### src/hw/gfs_pkg.sv
//------------------------------------------------------------------------------
// Summary of operation
//------------------------------------------------------------------------------
// Summary of operation
// - Flag bit 0 is high while a gauge iteration runs, low once done.
// - Flag bit 1 shows whether settings may be edited while the gauge runs.
// - Flag bit 2 is high in configuration state, low in normal running.
// - Flag bit 3 is high while a configuration exit is requested but pending.
// - Flag bit 4 is high while a restore of factory settings is queued.
// - Flag bit 5 shows whether an algorithm reset is queued.
// - Flag bit 6 is high during the iteration that clears the lifetime log.
// - Flag bit 7 is high while a lifetime log clear is requested, not done.
// - Flag bit 11 shows backup mode; backup writes are allowed only then.
// - Iteration interval is 8 bits in 0.1 s steps, default 4 s, 0.5-16 s.
// - At rest, heavy functions run every multiplier times the interval.
// - A rest period above 32 s falls back to the largest interval multiple below.
// - Discharge threshold is 16 bits in 1 mA steps, default 25 mA.
// - Charge threshold is 16 bits in 1 mA steps, default 25 mA.
// - Maximum SOC slope is 16 bits in 0.00005 %/s steps, default 0.07 %/s.
`default_nettype none

package gfs_pkg;

    // -------------------------------------------------------------------------
    // Register offsets.
    // -------------------------------------------------------------------------
    localparam logic [15:0] ADDR_FLAGS = 16'h0F00;
    localparam logic [15:0] ADDR_CTRL = 16'h0F02;
    localparam logic [15:0] ADDR_IRQ_STAT = 16'h0F10;
    localparam logic [15:0] ADDR_IRQ_CLR = 16'h0F12;
    localparam logic [15:0] ADDR_IRQ_EN = 16'h0F14;
    localparam logic [15:0] ADDR_INTERVAL = 16'h1000;
    localparam logic [15:0] ADDR_REST_MULT = 16'h1001;
    localparam logic [15:0] ADDR_DISCHARGE_CURRENT_THRESHOLD = 16'h1002;
    localparam logic [15:0] ADDR_CHARGE_CURRENT_THRESHOLD = 16'h1004;
    localparam logic [15:0] ADDR_MAX_SOC_SLOPE = 16'h1006;

    // -------------------------------------------------------------------------
    // Flag word bit positions.
    // -------------------------------------------------------------------------
    localparam int F_CALC = 0;
    localparam int F_LIVE = 1;
    localparam int F_CFG = 2;
    localparam int F_EXIT = 3;
    localparam int F_CRST = 4;
    localparam int F_ARST = 5;
    localparam int F_LOGC = 6;
    localparam int F_LOGP = 7;
    localparam int F_BKUP = 11;

    // -------------------------------------------------------------------------
    // Control register bits and interrupt event bits.
    // -------------------------------------------------------------------------
    localparam int C_ENTER = 0;
    localparam int C_EXIT = 1;
    localparam int C_CRST = 2;
    localparam int C_ARST = 3;
    localparam int C_LOG = 4;
    localparam int C_BKUP = 5;
    localparam int E_DONE = 0;
    localparam int E_EXIT = 1;
    localparam int E_LOG = 2;
    localparam int NUM_EV = 3;

    // -------------------------------------------------------------------------
    // Setting defaults and limits.
    // -------------------------------------------------------------------------
    localparam logic [7:0] IVL_DEF = 8'h28;
    localparam logic [7:0] IVL_MIN = 8'h05;
    localparam logic [7:0] IVL_MAX = 8'hA0;
    localparam logic [4:0] MULT_DEF = 5'h04;
    localparam logic [4:0] MULT_MIN = 5'h01;
    localparam logic [4:0] MULT_MAX = 5'h10;
    localparam logic [15:0] ITH_DEF = 16'h0019;
    localparam logic [15:0] SOC_DEF = 16'h0578;
    localparam logic [15:0] SOC_MIN = 16'h0001;
    localparam logic [15:0] SOC_MAX = 16'h9C40;
    localparam logic [15:0] REST_CAP = 16'h0140;

    // -------------------------------------------------------------------------
    // Timing.
    // -------------------------------------------------------------------------
    localparam int unsigned CLK_PERIOD_NS = 50;
    localparam int unsigned TICK_TIME_NS = 100000000;
    localparam int unsigned TICK_CYCLES = TICK_TIME_NS / CLK_PERIOD_NS;
    localparam int TICK_W = 24;

    typedef struct packed {
        logic [7:0] interval;
        logic [4:0] rest_mult;
        logic [15:0] discharge_current_threshold;
        logic [15:0] charge_current_threshold;
        logic [15:0] max_soc_slope;
    } gfs_settings_type;

endpackage : gfs_pkg

`default_nettype wire

### src/hw/gfs_regs.sv
`default_nettype none

module gfs_regs #(
    parameter int unsigned TICK_CYCLES = gfs_pkg::TICK_CYCLES
) (
    // Clock and reset.
    input wire logic SYS_CLK,
    input wire logic RSTN,
    // Register port.
    input wire logic [15:0] REG_ADDR,
    input wire logic [15:0] REG_WDATA,
    input wire logic REG_WR,
    input wire logic REG_RD,
    output logic [15:0] REG_RDATA,
    // Gauge core.
    input wire logic GAUGE_DONE,
    input wire logic GAUGE_RESTING,
    output logic ITER_START,
    output logic REST_HEAVY,
    output logic ALG_RESET,
    output logic LOG_CLEARING,
    output logic CONFIG_MODE,
    output logic LEARN_BKUP_MODE,
    output gfs_pkg::gfs_settings_type SETTINGS,
    // Interrupt.
    output logic IRQ
);

    typedef struct packed {
        logic [gfs_pkg::TICK_W-1:0] tick_cnt;
        logic [7:0] ivl_cnt;
        logic [4:0] rest_cnt;
        gfs_pkg::gfs_settings_type set;
        logic [15:0] flags;
        logic [gfs_pkg::NUM_EV-1:0] irq_st;
        logic [gfs_pkg::NUM_EV-1:0] irq_en;
        logic [15:0] rdata;
        logic iter_start;
        logic rest_heavy;
        logic alg_rst;
        logic irq;
    } gfs_state_type;

    localparam int TW = gfs_pkg::TICK_W;
    localparam logic [TW-1:0] TICK_LAST = TW'(TICK_CYCLES - 1);

    gfs_state_type s_r;
    gfs_state_type s_nxt;

    // -------------------------------------------------------------------------
    // Helpers.
    // -------------------------------------------------------------------------
    function automatic logic [15:0] clamp(input logic [15:0] v, input logic [15:0] lo,
                                          input logic [15:0] hi);
        clamp = (v < lo) ? lo : ((v > hi) ? hi : v);
    endfunction : clamp

    // Rest multiple, capped so that multiple times interval stays at or below 32 s.
    function automatic logic [4:0] eff_mult(input logic [4:0] m, input logic [7:0] ivl);
        logic [15:0] prod;
        logic [15:0] fit;
        prod = 16'(m) * 16'(ivl);
        fit = 16'((gfs_pkg::REST_CAP - 16'h0001) / 16'(ivl));
        if (prod > gfs_pkg::REST_CAP) begin
            eff_mult = (fit == 16'h0000) ? gfs_pkg::MULT_MIN : 5'(fit);
        end else begin
            eff_mult = m;
        end
    endfunction : eff_mult

    function automatic gfs_pkg::gfs_settings_type defaults();
        defaults.interval = gfs_pkg::IVL_DEF;
        defaults.rest_mult = gfs_pkg::MULT_DEF;
        defaults.discharge_current_threshold = gfs_pkg::ITH_DEF;
        defaults.charge_current_threshold = gfs_pkg::ITH_DEF;
        defaults.max_soc_slope = gfs_pkg::SOC_DEF;
    endfunction : defaults

    // -------------------------------------------------------------------------
    // Next state.
    // -------------------------------------------------------------------------
    always_comb begin
        logic tick;
        logic bound;
        logic run;
        logic edit_ok;
        logic [gfs_pkg::NUM_EV-1:0] ev;
        tick = 1'b0;
        bound = 1'b0;
        run = 1'b0;
        edit_ok = 1'b0;
        ev = '0;
        s_nxt = s_r;
        s_nxt.iter_start = 1'b0;
        s_nxt.rest_heavy = 1'b0;
        s_nxt.alg_rst = 1'b0;
        s_nxt.rdata = 16'h0000;

        // Tenth-second tick and iteration boundary.
        if (s_r.tick_cnt >= TICK_LAST) begin
            s_nxt.tick_cnt = '0;
            tick = 1'b1;
        end else begin
            s_nxt.tick_cnt = s_r.tick_cnt + 1'b1;
        end
        if (tick) begin
            if (s_r.ivl_cnt + 8'h01 >= s_r.set.interval) begin
                s_nxt.ivl_cnt = 8'h00;
                bound = 1'b1;
            end else begin
                s_nxt.ivl_cnt = s_r.ivl_cnt + 8'h01;
            end
        end

        // Iteration end from the gauge core.
        if (GAUGE_DONE && s_r.flags[gfs_pkg::F_CALC]) begin
            s_nxt.flags[gfs_pkg::F_CALC] = 1'b0;
            ev[gfs_pkg::E_DONE] = 1'b1;
            if (s_r.flags[gfs_pkg::F_LOGC]) begin
                s_nxt.flags[gfs_pkg::F_LOGC] = 1'b0;
                ev[gfs_pkg::E_LOG] = 1'b1;
            end
        end

        // Queued actions are taken at a boundary between iterations.
        if (bound && !s_r.flags[gfs_pkg::F_CALC]) begin
            run = !s_r.flags[gfs_pkg::F_CFG] || s_r.flags[gfs_pkg::F_EXIT];
            if (s_r.flags[gfs_pkg::F_EXIT]) begin
                s_nxt.flags[gfs_pkg::F_CFG] = 1'b0;
                s_nxt.flags[gfs_pkg::F_EXIT] = 1'b0;
                ev[gfs_pkg::E_EXIT] = 1'b1;
            end
            if (s_r.flags[gfs_pkg::F_CRST]) begin
                s_nxt.set = defaults();
                s_nxt.flags[gfs_pkg::F_CRST] = 1'b0;
            end
            if (run) begin
                s_nxt.iter_start = 1'b1;
                s_nxt.flags[gfs_pkg::F_CALC] = 1'b1;
                if (s_r.flags[gfs_pkg::F_ARST]) begin
                    s_nxt.alg_rst = 1'b1;
                    s_nxt.flags[gfs_pkg::F_ARST] = 1'b0;
                end
                if (s_r.flags[gfs_pkg::F_LOGP]) begin
                    s_nxt.flags[gfs_pkg::F_LOGC] = 1'b1;
                    s_nxt.flags[gfs_pkg::F_LOGP] = 1'b0;
                end
                if (GAUGE_RESTING) begin
                    if (s_r.rest_cnt + 5'h01 >=
                        eff_mult(s_r.set.rest_mult, s_r.set.interval)) begin
                        s_nxt.rest_cnt = 5'h00;
                        s_nxt.rest_heavy = 1'b1;
                    end else begin
                        s_nxt.rest_cnt = s_r.rest_cnt + 5'h01;
                    end
                end else begin
                    s_nxt.rest_cnt = 5'h00;
                end
            end
        end

        // Settings take writes only in configuration state or between iterations.
        edit_ok = s_r.flags[gfs_pkg::F_CFG] || !s_r.flags[gfs_pkg::F_CALC];
        s_nxt.irq_st = s_r.irq_st;

        // Register writes; a write to the flag word has no effect.
        if (REG_WR) begin
            unique case (REG_ADDR)
                gfs_pkg::ADDR_CTRL: begin
                    if (REG_WDATA[gfs_pkg::C_ENTER]) begin
                        s_nxt.flags[gfs_pkg::F_CFG] = 1'b1;
                    end
                    if (REG_WDATA[gfs_pkg::C_EXIT] && s_nxt.flags[gfs_pkg::F_CFG]) begin
                        s_nxt.flags[gfs_pkg::F_EXIT] = 1'b1;
                    end
                    if (REG_WDATA[gfs_pkg::C_CRST]) begin
                        s_nxt.flags[gfs_pkg::F_CRST] = 1'b1;
                    end
                    if (REG_WDATA[gfs_pkg::C_ARST]) begin
                        s_nxt.flags[gfs_pkg::F_ARST] = 1'b1;
                    end
                    if (REG_WDATA[gfs_pkg::C_LOG]) begin
                        s_nxt.flags[gfs_pkg::F_LOGP] = 1'b1;
                    end
                    s_nxt.flags[gfs_pkg::F_BKUP] = REG_WDATA[gfs_pkg::C_BKUP];
                end
                gfs_pkg::ADDR_IRQ_CLR: begin
                    s_nxt.irq_st = s_r.irq_st & ~REG_WDATA[gfs_pkg::NUM_EV-1:0];
                end
                gfs_pkg::ADDR_IRQ_EN: begin
                    s_nxt.irq_en = REG_WDATA[gfs_pkg::NUM_EV-1:0];
                end
                gfs_pkg::ADDR_INTERVAL: begin
                    if (edit_ok) begin
                        s_nxt.set.interval = 8'(clamp(16'(REG_WDATA[7:0]),
                            16'(gfs_pkg::IVL_MIN), 16'(gfs_pkg::IVL_MAX)));
                        s_nxt.ivl_cnt = 8'h00;
                    end
                end
                gfs_pkg::ADDR_REST_MULT: begin
                    if (edit_ok) begin
                        s_nxt.set.rest_mult = 5'(clamp(16'(REG_WDATA[4:0]),
                            16'(gfs_pkg::MULT_MIN), 16'(gfs_pkg::MULT_MAX)));
                        s_nxt.rest_cnt = 5'h00;
                    end
                end
                gfs_pkg::ADDR_DISCHARGE_CURRENT_THRESHOLD: begin
                    if (edit_ok) begin
                        s_nxt.set.discharge_current_threshold = REG_WDATA;
                    end
                end
                gfs_pkg::ADDR_CHARGE_CURRENT_THRESHOLD: begin
                    if (edit_ok) begin
                        s_nxt.set.charge_current_threshold = REG_WDATA;
                    end
                end
                gfs_pkg::ADDR_MAX_SOC_SLOPE: begin
                    if (edit_ok) begin
                        s_nxt.set.max_soc_slope = clamp(REG_WDATA,
                            gfs_pkg::SOC_MIN, gfs_pkg::SOC_MAX);
                    end
                end
                default: begin
                end
            endcase
        end

        // Events win over a clear in the same cycle.
        s_nxt.irq_st = s_nxt.irq_st | ev;
        s_nxt.irq = |(s_nxt.irq_st & s_nxt.irq_en);
        s_nxt.flags[gfs_pkg::F_LIVE] = !s_nxt.flags[gfs_pkg::F_CALC];

        // Register reads; unmapped offsets read zero.
        if (REG_RD) begin
            unique case (REG_ADDR)
                gfs_pkg::ADDR_FLAGS: s_nxt.rdata = s_r.flags;
                gfs_pkg::ADDR_CTRL: s_nxt.rdata =
                    16'(s_r.flags[gfs_pkg::F_BKUP]) << gfs_pkg::C_BKUP;
                gfs_pkg::ADDR_IRQ_STAT: s_nxt.rdata = 16'(s_r.irq_st);
                gfs_pkg::ADDR_IRQ_EN: s_nxt.rdata = 16'(s_r.irq_en);
                gfs_pkg::ADDR_INTERVAL: s_nxt.rdata = 16'(s_r.set.interval);
                gfs_pkg::ADDR_REST_MULT: s_nxt.rdata = 16'(s_r.set.rest_mult);
                gfs_pkg::ADDR_DISCHARGE_CURRENT_THRESHOLD: s_nxt.rdata = s_r.set.discharge_current_threshold;
                gfs_pkg::ADDR_CHARGE_CURRENT_THRESHOLD: s_nxt.rdata = s_r.set.charge_current_threshold;
                gfs_pkg::ADDR_MAX_SOC_SLOPE: s_nxt.rdata = s_r.set.max_soc_slope;
                default: s_nxt.rdata = 16'h0000;
            endcase
        end
    end

    // -------------------------------------------------------------------------
    // State register.
    // -------------------------------------------------------------------------
    always_ff @(posedge SYS_CLK) begin
        if (!RSTN) begin
            s_r <= '0;
            s_r.set <= defaults();
        end else begin
            s_r <= s_nxt;
        end
    end

    assign REG_RDATA = s_r.rdata;
    assign ITER_START = s_r.iter_start;
    assign REST_HEAVY = s_r.rest_heavy;
    assign ALG_RESET = s_r.alg_rst;
    assign LOG_CLEARING = s_r.flags[gfs_pkg::F_LOGC];
    assign CONFIG_MODE = s_r.flags[gfs_pkg::F_CFG];
    assign LEARN_BKUP_MODE = s_r.flags[gfs_pkg::F_BKUP];
    assign SETTINGS = s_r.set;
    assign IRQ = s_r.irq;
endmodule : gfs_regs

`default_nettype wire

### config.mk
export PLATFORM = sky130hd
export DESIGN_NAME = gfs_regs
export DESIGN_NICKNAME = d
export VERILOG_FILES = /design/src/hw/gfs_pkg.sv /design/src/hw/gfs_regs.sv
export SDC_FILE = /design/constraint.sdc
export NUM_CORES = 1
export LEC_CHECK = 0
export BUFFER_PORTS_ARGS = -buffer_cell sky130_fd_sc_hd__buf_4
export CORE_UTILIZATION = 60
export CTS_CLUSTER_DIAMETER = 150
export CTS_CLUSTER_SIZE = 25
export DETAILED_ROUTE_END_ITERATION = 8
export GPL_TIMING_DRIVEN = 0
export PLACE_DENSITY = 0.8
export SLEW_MARGIN = 20
export SYNTH_ARGS = -nofsm -noshare
export SYNTH_HDL_FRONTEND = slang
export SYNTH_SLANG_ARGS = --single-unit
### constraint.sdc
create_clock -name SYS_CLK -period 31.3 [get_ports SYS_CLK]
set_input_delay 3.13 -clock SYS_CLK [delete_from_list [all_inputs] [get_ports SYS_CLK]]
set_output_delay 3.13 -clock SYS_CLK [all_outputs]
set_load 0.02 [all_outputs]
# After elaboration in Yosys (flattened, before gate mapping)
# Cells that the tools add are included.
# totals
ff_bits	133
# op_classes
n_addsub	3
multipliers	1
div	1
magnitude_cmp	10
n_eq_ne	10
mux	68
bitwise_logic	5
n_reduce_logical	16
# ops
op	count
16-bit one-hot mux with 9 select lines	1
16-bit 2-to-1 mux	8
16-bit by 12-bit == test with 1-bit output (second input constant)	5
16-bit by 13-bit == test with 1-bit output (second input constant)	5
74-bit 2-to-1 mux	1
5-bit 2-to-1 mux	14
66-bit 2-to-1 mux	1
8-bit 2-to-1 mux	8
61-bit 2-to-1 mux	1
1-bit 2-to-1 mux	26
24-bit by 1-bit adder with 24-bit output (second input constant)	1
24-bit by 21-bit >= comparator with 1-bit output (second input constant)	1
9-bit by 8-bit divider with 16-bit output (first input constant)	1
16-bit > comparator (second input constant)	1
16-bit zero test	1
16-bit by 1-bit less-than comparator with 1-bit output (second input constant)	1
13-bit by 9-bit > comparator with 1-bit output (second input constant)	1
5-bit by 8-bit multiplier with 13-bit output	1
3-bit 2-to-1 mux	4
6-bit 2-to-1 mux	2
8-bit by 1-bit adder with 8-bit output (second input constant)	1
8-bit >= comparator	1
8-bit > comparator (second input constant)	1
8-bit by 3-bit less-than comparator with 1-bit output (second input constant)	1
17 further kinds	26

# Logic depth before layout (Yosys ltp)
# Gate-level depths: netlist of run 1.
# depth
ltp_word	15
depth_mapped	158
depth_no_buf	147

# Worst setup path after synthesis of run 1
# Ideal clock, no wire load.
# synth_timing
path_type	register -> register
startpoint	register s_r (netlist bit SETTINGS[53])
endpoint	register s_r[105] in the netlist's numbering
arrival_time_ns	26.207
path_slack_ns	5.028
path_stages_with_launch	153
path_buffers	11
synth_period_minus_slack_ns	26.272
path_cell_list	dfxtp_1 > inv_1 > clkbuf_1 > ha_1 > buf_4 > nand2_1 > nor4_1 > ha_1 > inv_1 > a21oi_1 > nand2_1 > nor2_1 > ha_1 > nor2_2 > o31a_4 > and4_1 > or2_2 > ha_1 > (+117 left out) > nand2b_1 > a21oi_1 > nor2b_1 > o21ai_0 > nand2b_1 > a2111oi_0 > a32oi_1 > ha_1 > nand2b_1 > a21oi_1 > nor2b_1 > o21ai_0 > nand2b_1 > a21oi_1 > nand2_1 > nor3b_1 > a21oi_1 > nor2_1
# synth_between
elab_chain_len	15
elab_cells_between_ends	21
classes_between	mul: 1; div: 1; order compare: 3; mux: 14; reduce/logical: 2
# synth_rtl
element	line	source
start: declaration	gfs_regs.sv:47	gfs_state_type s_r;
start signal: assignment	gfs_regs.sv:259	s_r <= s_nxt;
9-bit by 8-bit divider with 16-bit output	gfs_regs.sv:63	fit = 16'((gfs_pkg::REST_CAP - 16'h0001) / 16'(ivl));
16-bit zero test	gfs_regs.sv:65	eff_mult = (fit == 16'h0000) ? gfs_pkg::MULT_MIN : 5'(fit);
5-bit 2-to-1 mux	gfs_regs.sv:65	
5-bit 2-to-1 mux	gfs_regs.sv:64	if (prod > gfs_pkg::REST_CAP) begin
5-bit 2-to-1 mux	gfs_regs.sv:148	if (GAUGE_RESTING) begin
5-bit 2-to-1 mux	gfs_regs.sv:137	if (run) begin
5-bit 2-to-1 mux	gfs_regs.sv:126	if (bound && !s_r.flags[gfs_pkg::F_CALC]) begin
5-bit >= comparator	gfs_regs.sv:149	if (s_r.rest_cnt + 5'h01 >=
5-bit 2-to-1 mux	gfs_regs.sv:149	
5-bit 2-to-1 mux	gfs_regs.sv:148	
5-bit 2-to-1 mux	gfs_regs.sv:137	
66-bit 2-to-1 mux (*)	gfs_regs.sv:126	
5-bit 2-to-1 mux	gfs_regs.sv:201	if (edit_ok) begin
5-bit 2-to-1 mux	gfs_regs.sv:168	unique case (REG_ADDR)
74-bit 2-to-1 mux (*)	gfs_regs.sv:167	if (REG_WR) begin
# Mark *: on every way between the ends. The rest lies on a longest branch, timed or not. The select of a mux whose other input is x is not followed.
# A chain may end at the register's enable or synchronous reset.

# Worst setup path after layout of run 1
# layout_timing
startpoint	register s_r (netlist bit SETTINGS[53])
endpoint	register s_r[106] in the netlist's numbering
# Same word-level chain as after synthesis.

==> run summary, run 1 <==
Final Cycle Share -> 0.940
CTS Hold Buffers Added -> 0
Max H-tree Level -> 4
worst vdd rail ir drop -> 0.0465 mV
Hold Vio Cnt, Final -> 0
TritonCTS Sinks -> 133
Fin Clk Skew -> 0.00505 ns
initial antenna violation count -> 0
Fmax achieved -> 0.0340 GHz
share of layout cells above drive strength 1 -> 0.197
# DRC -> 0
Clock Tree Buf Depth -> 2
Comb power frac -> 0.042
P_sw -> 83.6 uW
DP Area -> 14400 um2
power density cells -> 25.3 nW/um2
Post-synth top flop -> dfxtp_1
most common cell type on the critical path -> ha_1
Power Total -> 387 uW
CTS tree -> yes
Worst Path Arrival -> 29.79 ns
DR pass1 iterations -> 6
Hold Crit Class -> register to register
Seq cells post-synth -> 133
hold_ws -> 0.479 ns
yosys warns -> 0
critical path class -> register to register
Avg Cell Area, Syn -> 7.76 um2
Yosys top cell by area -> dfxtp_1
Overflow after GRT -> 0
die area -> 22600 um2
CTS buffer count -> 17
GP Congestion -> 0.952
final wirelength -> 39100 um
std cell rows -> 53
clk root buf -> clkbuf_16
IO Count -> 122
Post-synth EDFFs -> 0
NumNets Final -> 2035
slowest CP cell -> dfxtp_4
status -> completed
post-synthesis sequential area ratio -> 0.201
vias in the first global route -> 13000
top cell type's share of synthesized area -> 0.201
first-pass GRT wire length -> 62500 um
delay of the slowest critical-path stage -> 0.48 ns
Netlist Area Pre-Place -> 13200 um2
Clock Latency Late Sink -> 0.42 ns
Area Growth Syn to Fin -> 15.6%
pins over their slew limit -> 0
Clk network pwr share -> 0.518
worst path required time -> 31.65 ns
Final Core Density -> 0.718
# setup viols final -> 0
ANT cells -> 0
IO buf count -> 116
chip width -> 150 um
met2 usage -> 0.610
Initial Utilization -> 0.621
largest net degree at the start of global routing -> 18
vias per std cell -> 6.30
core area -> 21300 um2
Initial DRC Count -> 1014
busiest grt layer -> met2
top post-synthesis cells by area -> dfxtp_1, ha_1, nor2_1, a21oi_1, buf_4
met3 usage -> 0.0470
crit path max fanout -> 13
Static Leak -> 6.60 nW
Net Sw Frac -> 0.216
Reg power frac -> 0.441
M1 GR Usage -> 0.422
GRT Total Usage -> 0.345
minimum clock period -> 29.44 ns
post-route cell area -> 15300 um2
CP endpoint kind -> register
Cells after Synth -> 1704
WL/cell -> 18.2 um
FFs w/ async S/R, synth -> 0
Netlist cell types -> 102
Worst-path clk slew -> 0.05 ns
Final WS setup -> 1.86 ns
Place WS -> -0.0964 ns
actual slew at the worst max-slew pin -> 1.11 ns
Final ANT Viol Nets -> 0
Slew HR -> 0.252
max_cap viols -> 0
half-perimeter wire length after placement -> 29200 um
vias -> 13500
Die H -> 150 um
CP Launch Type -> register
P_int -> 303 uW
[cell families (layout without fill, tap and decap cells)]
logic type	count (synthesis)	in the layout	share of synthesized area
AND/OR/NAND/NOR	638	638	0.235
buffers and inverters	194	356	0.0793
other	1	3	0.000284
flip-flops	133	133	0.201
multiplexers	52	52	0.0450
XOR/XNOR	91	91	0.0603
adder cells (fa/ha/maj)	140	140	0.143
AO/OA/AOI/OAI	455	455	0.236
[cells in the mapped netlist (all sizes together) (19+ instances only)]
master  instances
xnor2          53
o21ai          76
and3           19
a21oi         137
nor2b          20
mux2i          22
o21a           33
a21o           24
a22oi          22
a31oi          20
nand3          76
dfxtp         133
nor2          192
inv            53
ha            122
nor3           51
mux2           30
buf            89
a211oi         19
xor2           38
nand2b         29
nand2         149
clkbuf         51
[worst max-delay path, delay by kind of cell (launching register included)]
family,cells,cell delay (ns)
AOI/OAI and AO/OA,66,12.45
and+or+nand+nor,50,7.08
adders and majority gates,16,5.04
buffers and inverters,12,2.42
muxes,5,1.55
DFF,1,0.48
xor gates and xnor gates,1,0.26
[layout make-up]
type                            count  area (um2)
Inverter                           54         214
Multi-Input combinational cell   1379        9630
Sequential cell                   133        2670
Fill cell                        1717        6000
Clock buffer                       20         457
Buffer                            140         853
Clock inverter                     10         131
Tap cell                          275         344
Timing Repair Buffer              131         983
Timing Repair inverter              1        5.00
[per-stage QoR]
| step | TNS, ns | cells |
|---|---|---|
| 6_report | 0 | 2143 |
| 2_1_floorplan | 0 | 1706 |
| 4_1_cts | 0 | 2128 |
| 3_5_place_dp | -0.379 | 2097 |
| 3_3_place_gp | 0 | 2097 |
| 5_1_grt | -0.484 | 2143 |
[flip-flops by register name (all words and copies together), names as in the netlist]
register / cells
SETTINGS: 61
s_r: 49
REG_RDATA: 16
ALG_RESET: 1
CONFIG_MODE: 1
IRQ: 1
ITER_START: 1
LEARN_BKUP_MODE: 1
LOG_CLEARING: 1
REST_HEAVY: 1
[layout by cell type, fill, tap and decap left out, types with 12 or more instances in the layout]
master     count
buf_4        210
nor2_1       188
nand2_1      144
dfxtp_1      131
a21oi_1      129
ha_1         122
nand3_1       76
o21ai_0       65
xnor2_1       53
clkbuf_1      51
inv_1         49
nor3_1        45
xor2_1        38
o21a_1        32
nand2b_1      29
mux2_2        27
a21o_1        23
a22oi_1       21
nor2b_1       20
mux2i_1       20
and3_1        18
fa_1          18
a31oi_1       17
clkbuf_16     17
and2_1        15
or2_2         13
nand4_1       13
a222oi_1      13
a211oi_1      12
nor3b_1       12
o21bai_1      12
[path summary, 6_finish.rpt]
path	start	end	slack, ns	cells after the start
min reg2reg	s_r[116]	s_r[116]	0.48	1
max	SETTINGS[53]	s_r[106]	1.86	150
max reg2reg	SETTINGS[53]	s_r[106]	1.86	150
min	s_r[116]	s_r[116]	0.48	1
[timing repair]
action	in CTS	in global routing
pin swaps	0	5
gates cloned	1	0
resized for setup	3	35
buffers inserted	0	15
setup endpoints to repair	5	6
[routing by layer]
layer  vias to the layer above  wire length (um)
li1                       6430                 -
met1                      6290             15900
met2                       653             18900
met3                       126              3030
met4                         0              1290
met5                         -                 0
[power groups by stage]
stage | Sequential [mW] | Combinational [mW] | Clock (mW)
floorplan | 0.174 | 0.00719 | 0
global placement | 0.174 | 0.0151 | 0
detailed placement | 0.174 | 0.0153 | 0
CTS | 0.171 | 0.0156 | 0.200
global route | 0.170 | 0.0171 | 0.207
finish | 0.170 | 0.0162 | 0.200
Note: power is estimated with default switching activity, not from simulation.
==> run 2, diff against run 1 <==
ABC_AREA = 1   (was unset)
==> run 2 against run 1 <==
Compared with the run above:
- synthesized area increased by 0.44%
- first-iteration DRC count decreased by 6.2%
- sequential power is essentially flat
- via count shrank 0.50%
- cell area down 0.56%
- die area grew 0.43%
- combinational power increased by 6%
- wire length fell by 7.7%
- flip-flop and latch count unchanged
- critical path depth grew 24
- synthesized cell count up 18%
- worst hold slack lost 0.010 ns
- critical endpoint is now s_r[105]
==> run summary, run 2 <==
Power Total -> 419 uW
Clk network pwr share -> 0.552
worst vdd rail ir drop -> 0.0424 mV
CTS buffer count -> 17
post-synthesis sequential area ratio -> 0.201
Fmax achieved -> 0.0373 GHz
Seq cells post-synth -> 133
largest net degree at the start of global routing -> 17
CTS tree -> yes
cts repair resizes -> 0
GRT Total Usage -> 0.322
Clock Latency Late Sink -> 0.42 ns
top cells by count, synth -> nand2_1, inv_1, a21oi_1
power density cells -> 27.5 nW/um2
delay of the slowest critical-path stage -> 0.49 ns
Max H-tree Level -> 4
vias in the first global route -> 12700
initial antenna violation count -> 0
Slew HR -> 0.344
Initial Utilization -> 0.610
max reg flops -> 61
chip width -> 151 um
Worst-path clk slew -> 0.06 ns
half-perimeter wire length after placement -> 28100 um
WL/cell -> 14.8 um
vias -> 13400
yosys warns -> 0
CP Launch Type -> register
max_cap viols -> 0
Cells after Synth -> 2008
RSZ-0062 raised after global routing -> no
Area Growth Syn to Fin -> 14.5%
Yosys top cell by area -> dfxtp_1
Final ANT Viol Nets -> 0
CP endpoint kind -> register
ANT cells -> 0
vias per std cell -> 5.50
critical path class -> register to register
NumNets Final -> 2326
top cell type's share of synthesized area -> 0.201
Netlist cell types -> 59
std cell rows -> 54
Net Sw Frac -> 0.220
Static Leak -> 7.62 nW
CTS Hold Buffers Added -> 0
Final Cycle Share -> 0.856
top post-synthesis cells by area -> dfxtp_1, nand2_1, ha_1, inv_1, a21oi_1
Clock Tree Buf Depth -> 2
Comb power frac -> 0.041
Bufs and invs on worst path -> 31
FFs w/ async S/R, synth -> 0
crit path max fanout -> 15
most frequent cells in the layout -> nand2_1, inv_1, buf_4, a21oi_1, nor2_1
Netlist Area Pre-Place -> 13300 um2
Reg power frac -> 0.408
worst path required time -> 31.62 ns
Post-Route Setup TNS -> 0 ns
die area -> 22700 um2
GP Congestion -> 0.961
IO buf count -> 119
Initial DRC Count -> 951
FILL cells -> 1915
count leader, synth -> nand2_1
P_int -> 327 uW
Overflow after GRT -> 0
P_sw -> 92.2 uW
pins over their slew limit -> 0
status -> completed
IO Count -> 122
Final Core Density -> 0.699
core area -> 21800 um2
# DRC -> 0
commonest non-fill, non-tap cell in the layout -> nand2_1
Post-synth top flop -> dfxtp_1
slowest CP cell -> inv_1
minimum clock period -> 26.78 ns
Die H -> 151 um
most common cell type on the critical path -> nand2_1
Hold Vio Cnt, Final -> 0
Hold Crit Class -> register to register
clk root buf -> clkbuf_16
post-CTS setup buffers -> 0
share of layout cells above drive strength 1 -> 0.159
final wirelength -> 36100 um
Post-synth EDFFs -> 0
Fin Clk Skew -> 0.0120 ns
TritonCTS Sinks -> 133
# setup viols final -> 0
Avg Cell Area, Syn -> 6.61 um2
Worst Path Arrival -> 27.11 ns
DR pass1 iterations -> 8
first-pass GRT wire length -> 58700 um
family with the most delay on the worst path -> compound AO/OA/AOI/OAI gates
actual slew at the worst max-slew pin -> 0.980 ns
run 2: cell count changes in the layout (fill, tap and decap cells not counted), sizes merged, moves of 21 or more:
cell    change
o21a       -21
nor2       -33
nand2b     -29
nand3      +26
nor3       -24
mux2i      -21
inv       +246
nand2     +362
a21oi      +31
mux2       -30
xnor2      -21
o21ai      +39
clkbuf     -24
run 2: through the flow:
step                      setup slack [ns]  hold slack (ns)  instance area [um2]  std cells
after floorplan                       8.98            0.418                13300       2010
after global placement                5.62            0.430                14500       2409
after detailed placement              4.87            0.452                14500       2409
after CTS                             4.75            0.462                15200       2441
after global routing                  1.87            0.487                15200       2441
final                                 4.52            0.469                15200       2441
run 2: cells by family after synthesis:
family                     share of synthesized area
AOI/OAI and AO/OA                              0.165
buffers and inverters                          0.146
muxes                                       0.000754
and+or+nand+nor                                0.293
xor gates and xnor gates                      0.0521
adders and majority gates                      0.142
DFF                                            0.201
other                                       0.000282
run 2: worst paths after layout:
| kind | from | end | slack [ns] | cells past startpoint |
|---|---|---|---|---|
| worst max register to register | SETTINGS[54] | s_r[105] | 4.52 | 174 |
| worst min register to register | s_r[116] | s_r[116] | 0.47 | 1 |
| worst max-delay path | SETTINGS[54] | s_r[105] | 4.52 | 174 |
| worst min-delay path | s_r[116] | s_r[116] | 0.47 | 1 |
run 2: final cells by class:
cell class | count | area [um2] | share of cell area
inverters | 296 | 1120 | 0.0735
clock buffers | 18 | 429 | 0.0282
plain buffers | 125 | 825 | 0.0542
multi-input cells | 1456 | 8680 | 0.571
well taps | 280 | 350 | 0.0230
clock inverters | 14 | 245 | 0.0161
flip-flops and latches | 133 | 2660 | 0.175
repair buffers | 119 | 893 | 0.0588
run 2: power by group through the flow:
stage / Clock [mW] / Sequential, mW / Combinational [mW]
after floorplan: 0 / 0.174 / 0.00825
after global placement: 0 / 0.174 / 0.0164
after detailed placement: 0 / 0.174 / 0.0166
after CTS: 0.232 / 0.171 / 0.0167
after global routing: 0.240 / 0.171 / 0.0186
final: 0.231 / 0.171 / 0.0171
run 2: per-layer routing:
layer | part of all wire | track usage | vias up
li1 | - | - | 6740
met3 | 0.064 | 0.0488 | 107
met2 | 0.48 | 0.564 | 495
met5 | 0 | 0 | -
met4 | 0.041 | 0.156 | 0
met1 | 0.41 | 0.384 | 6089
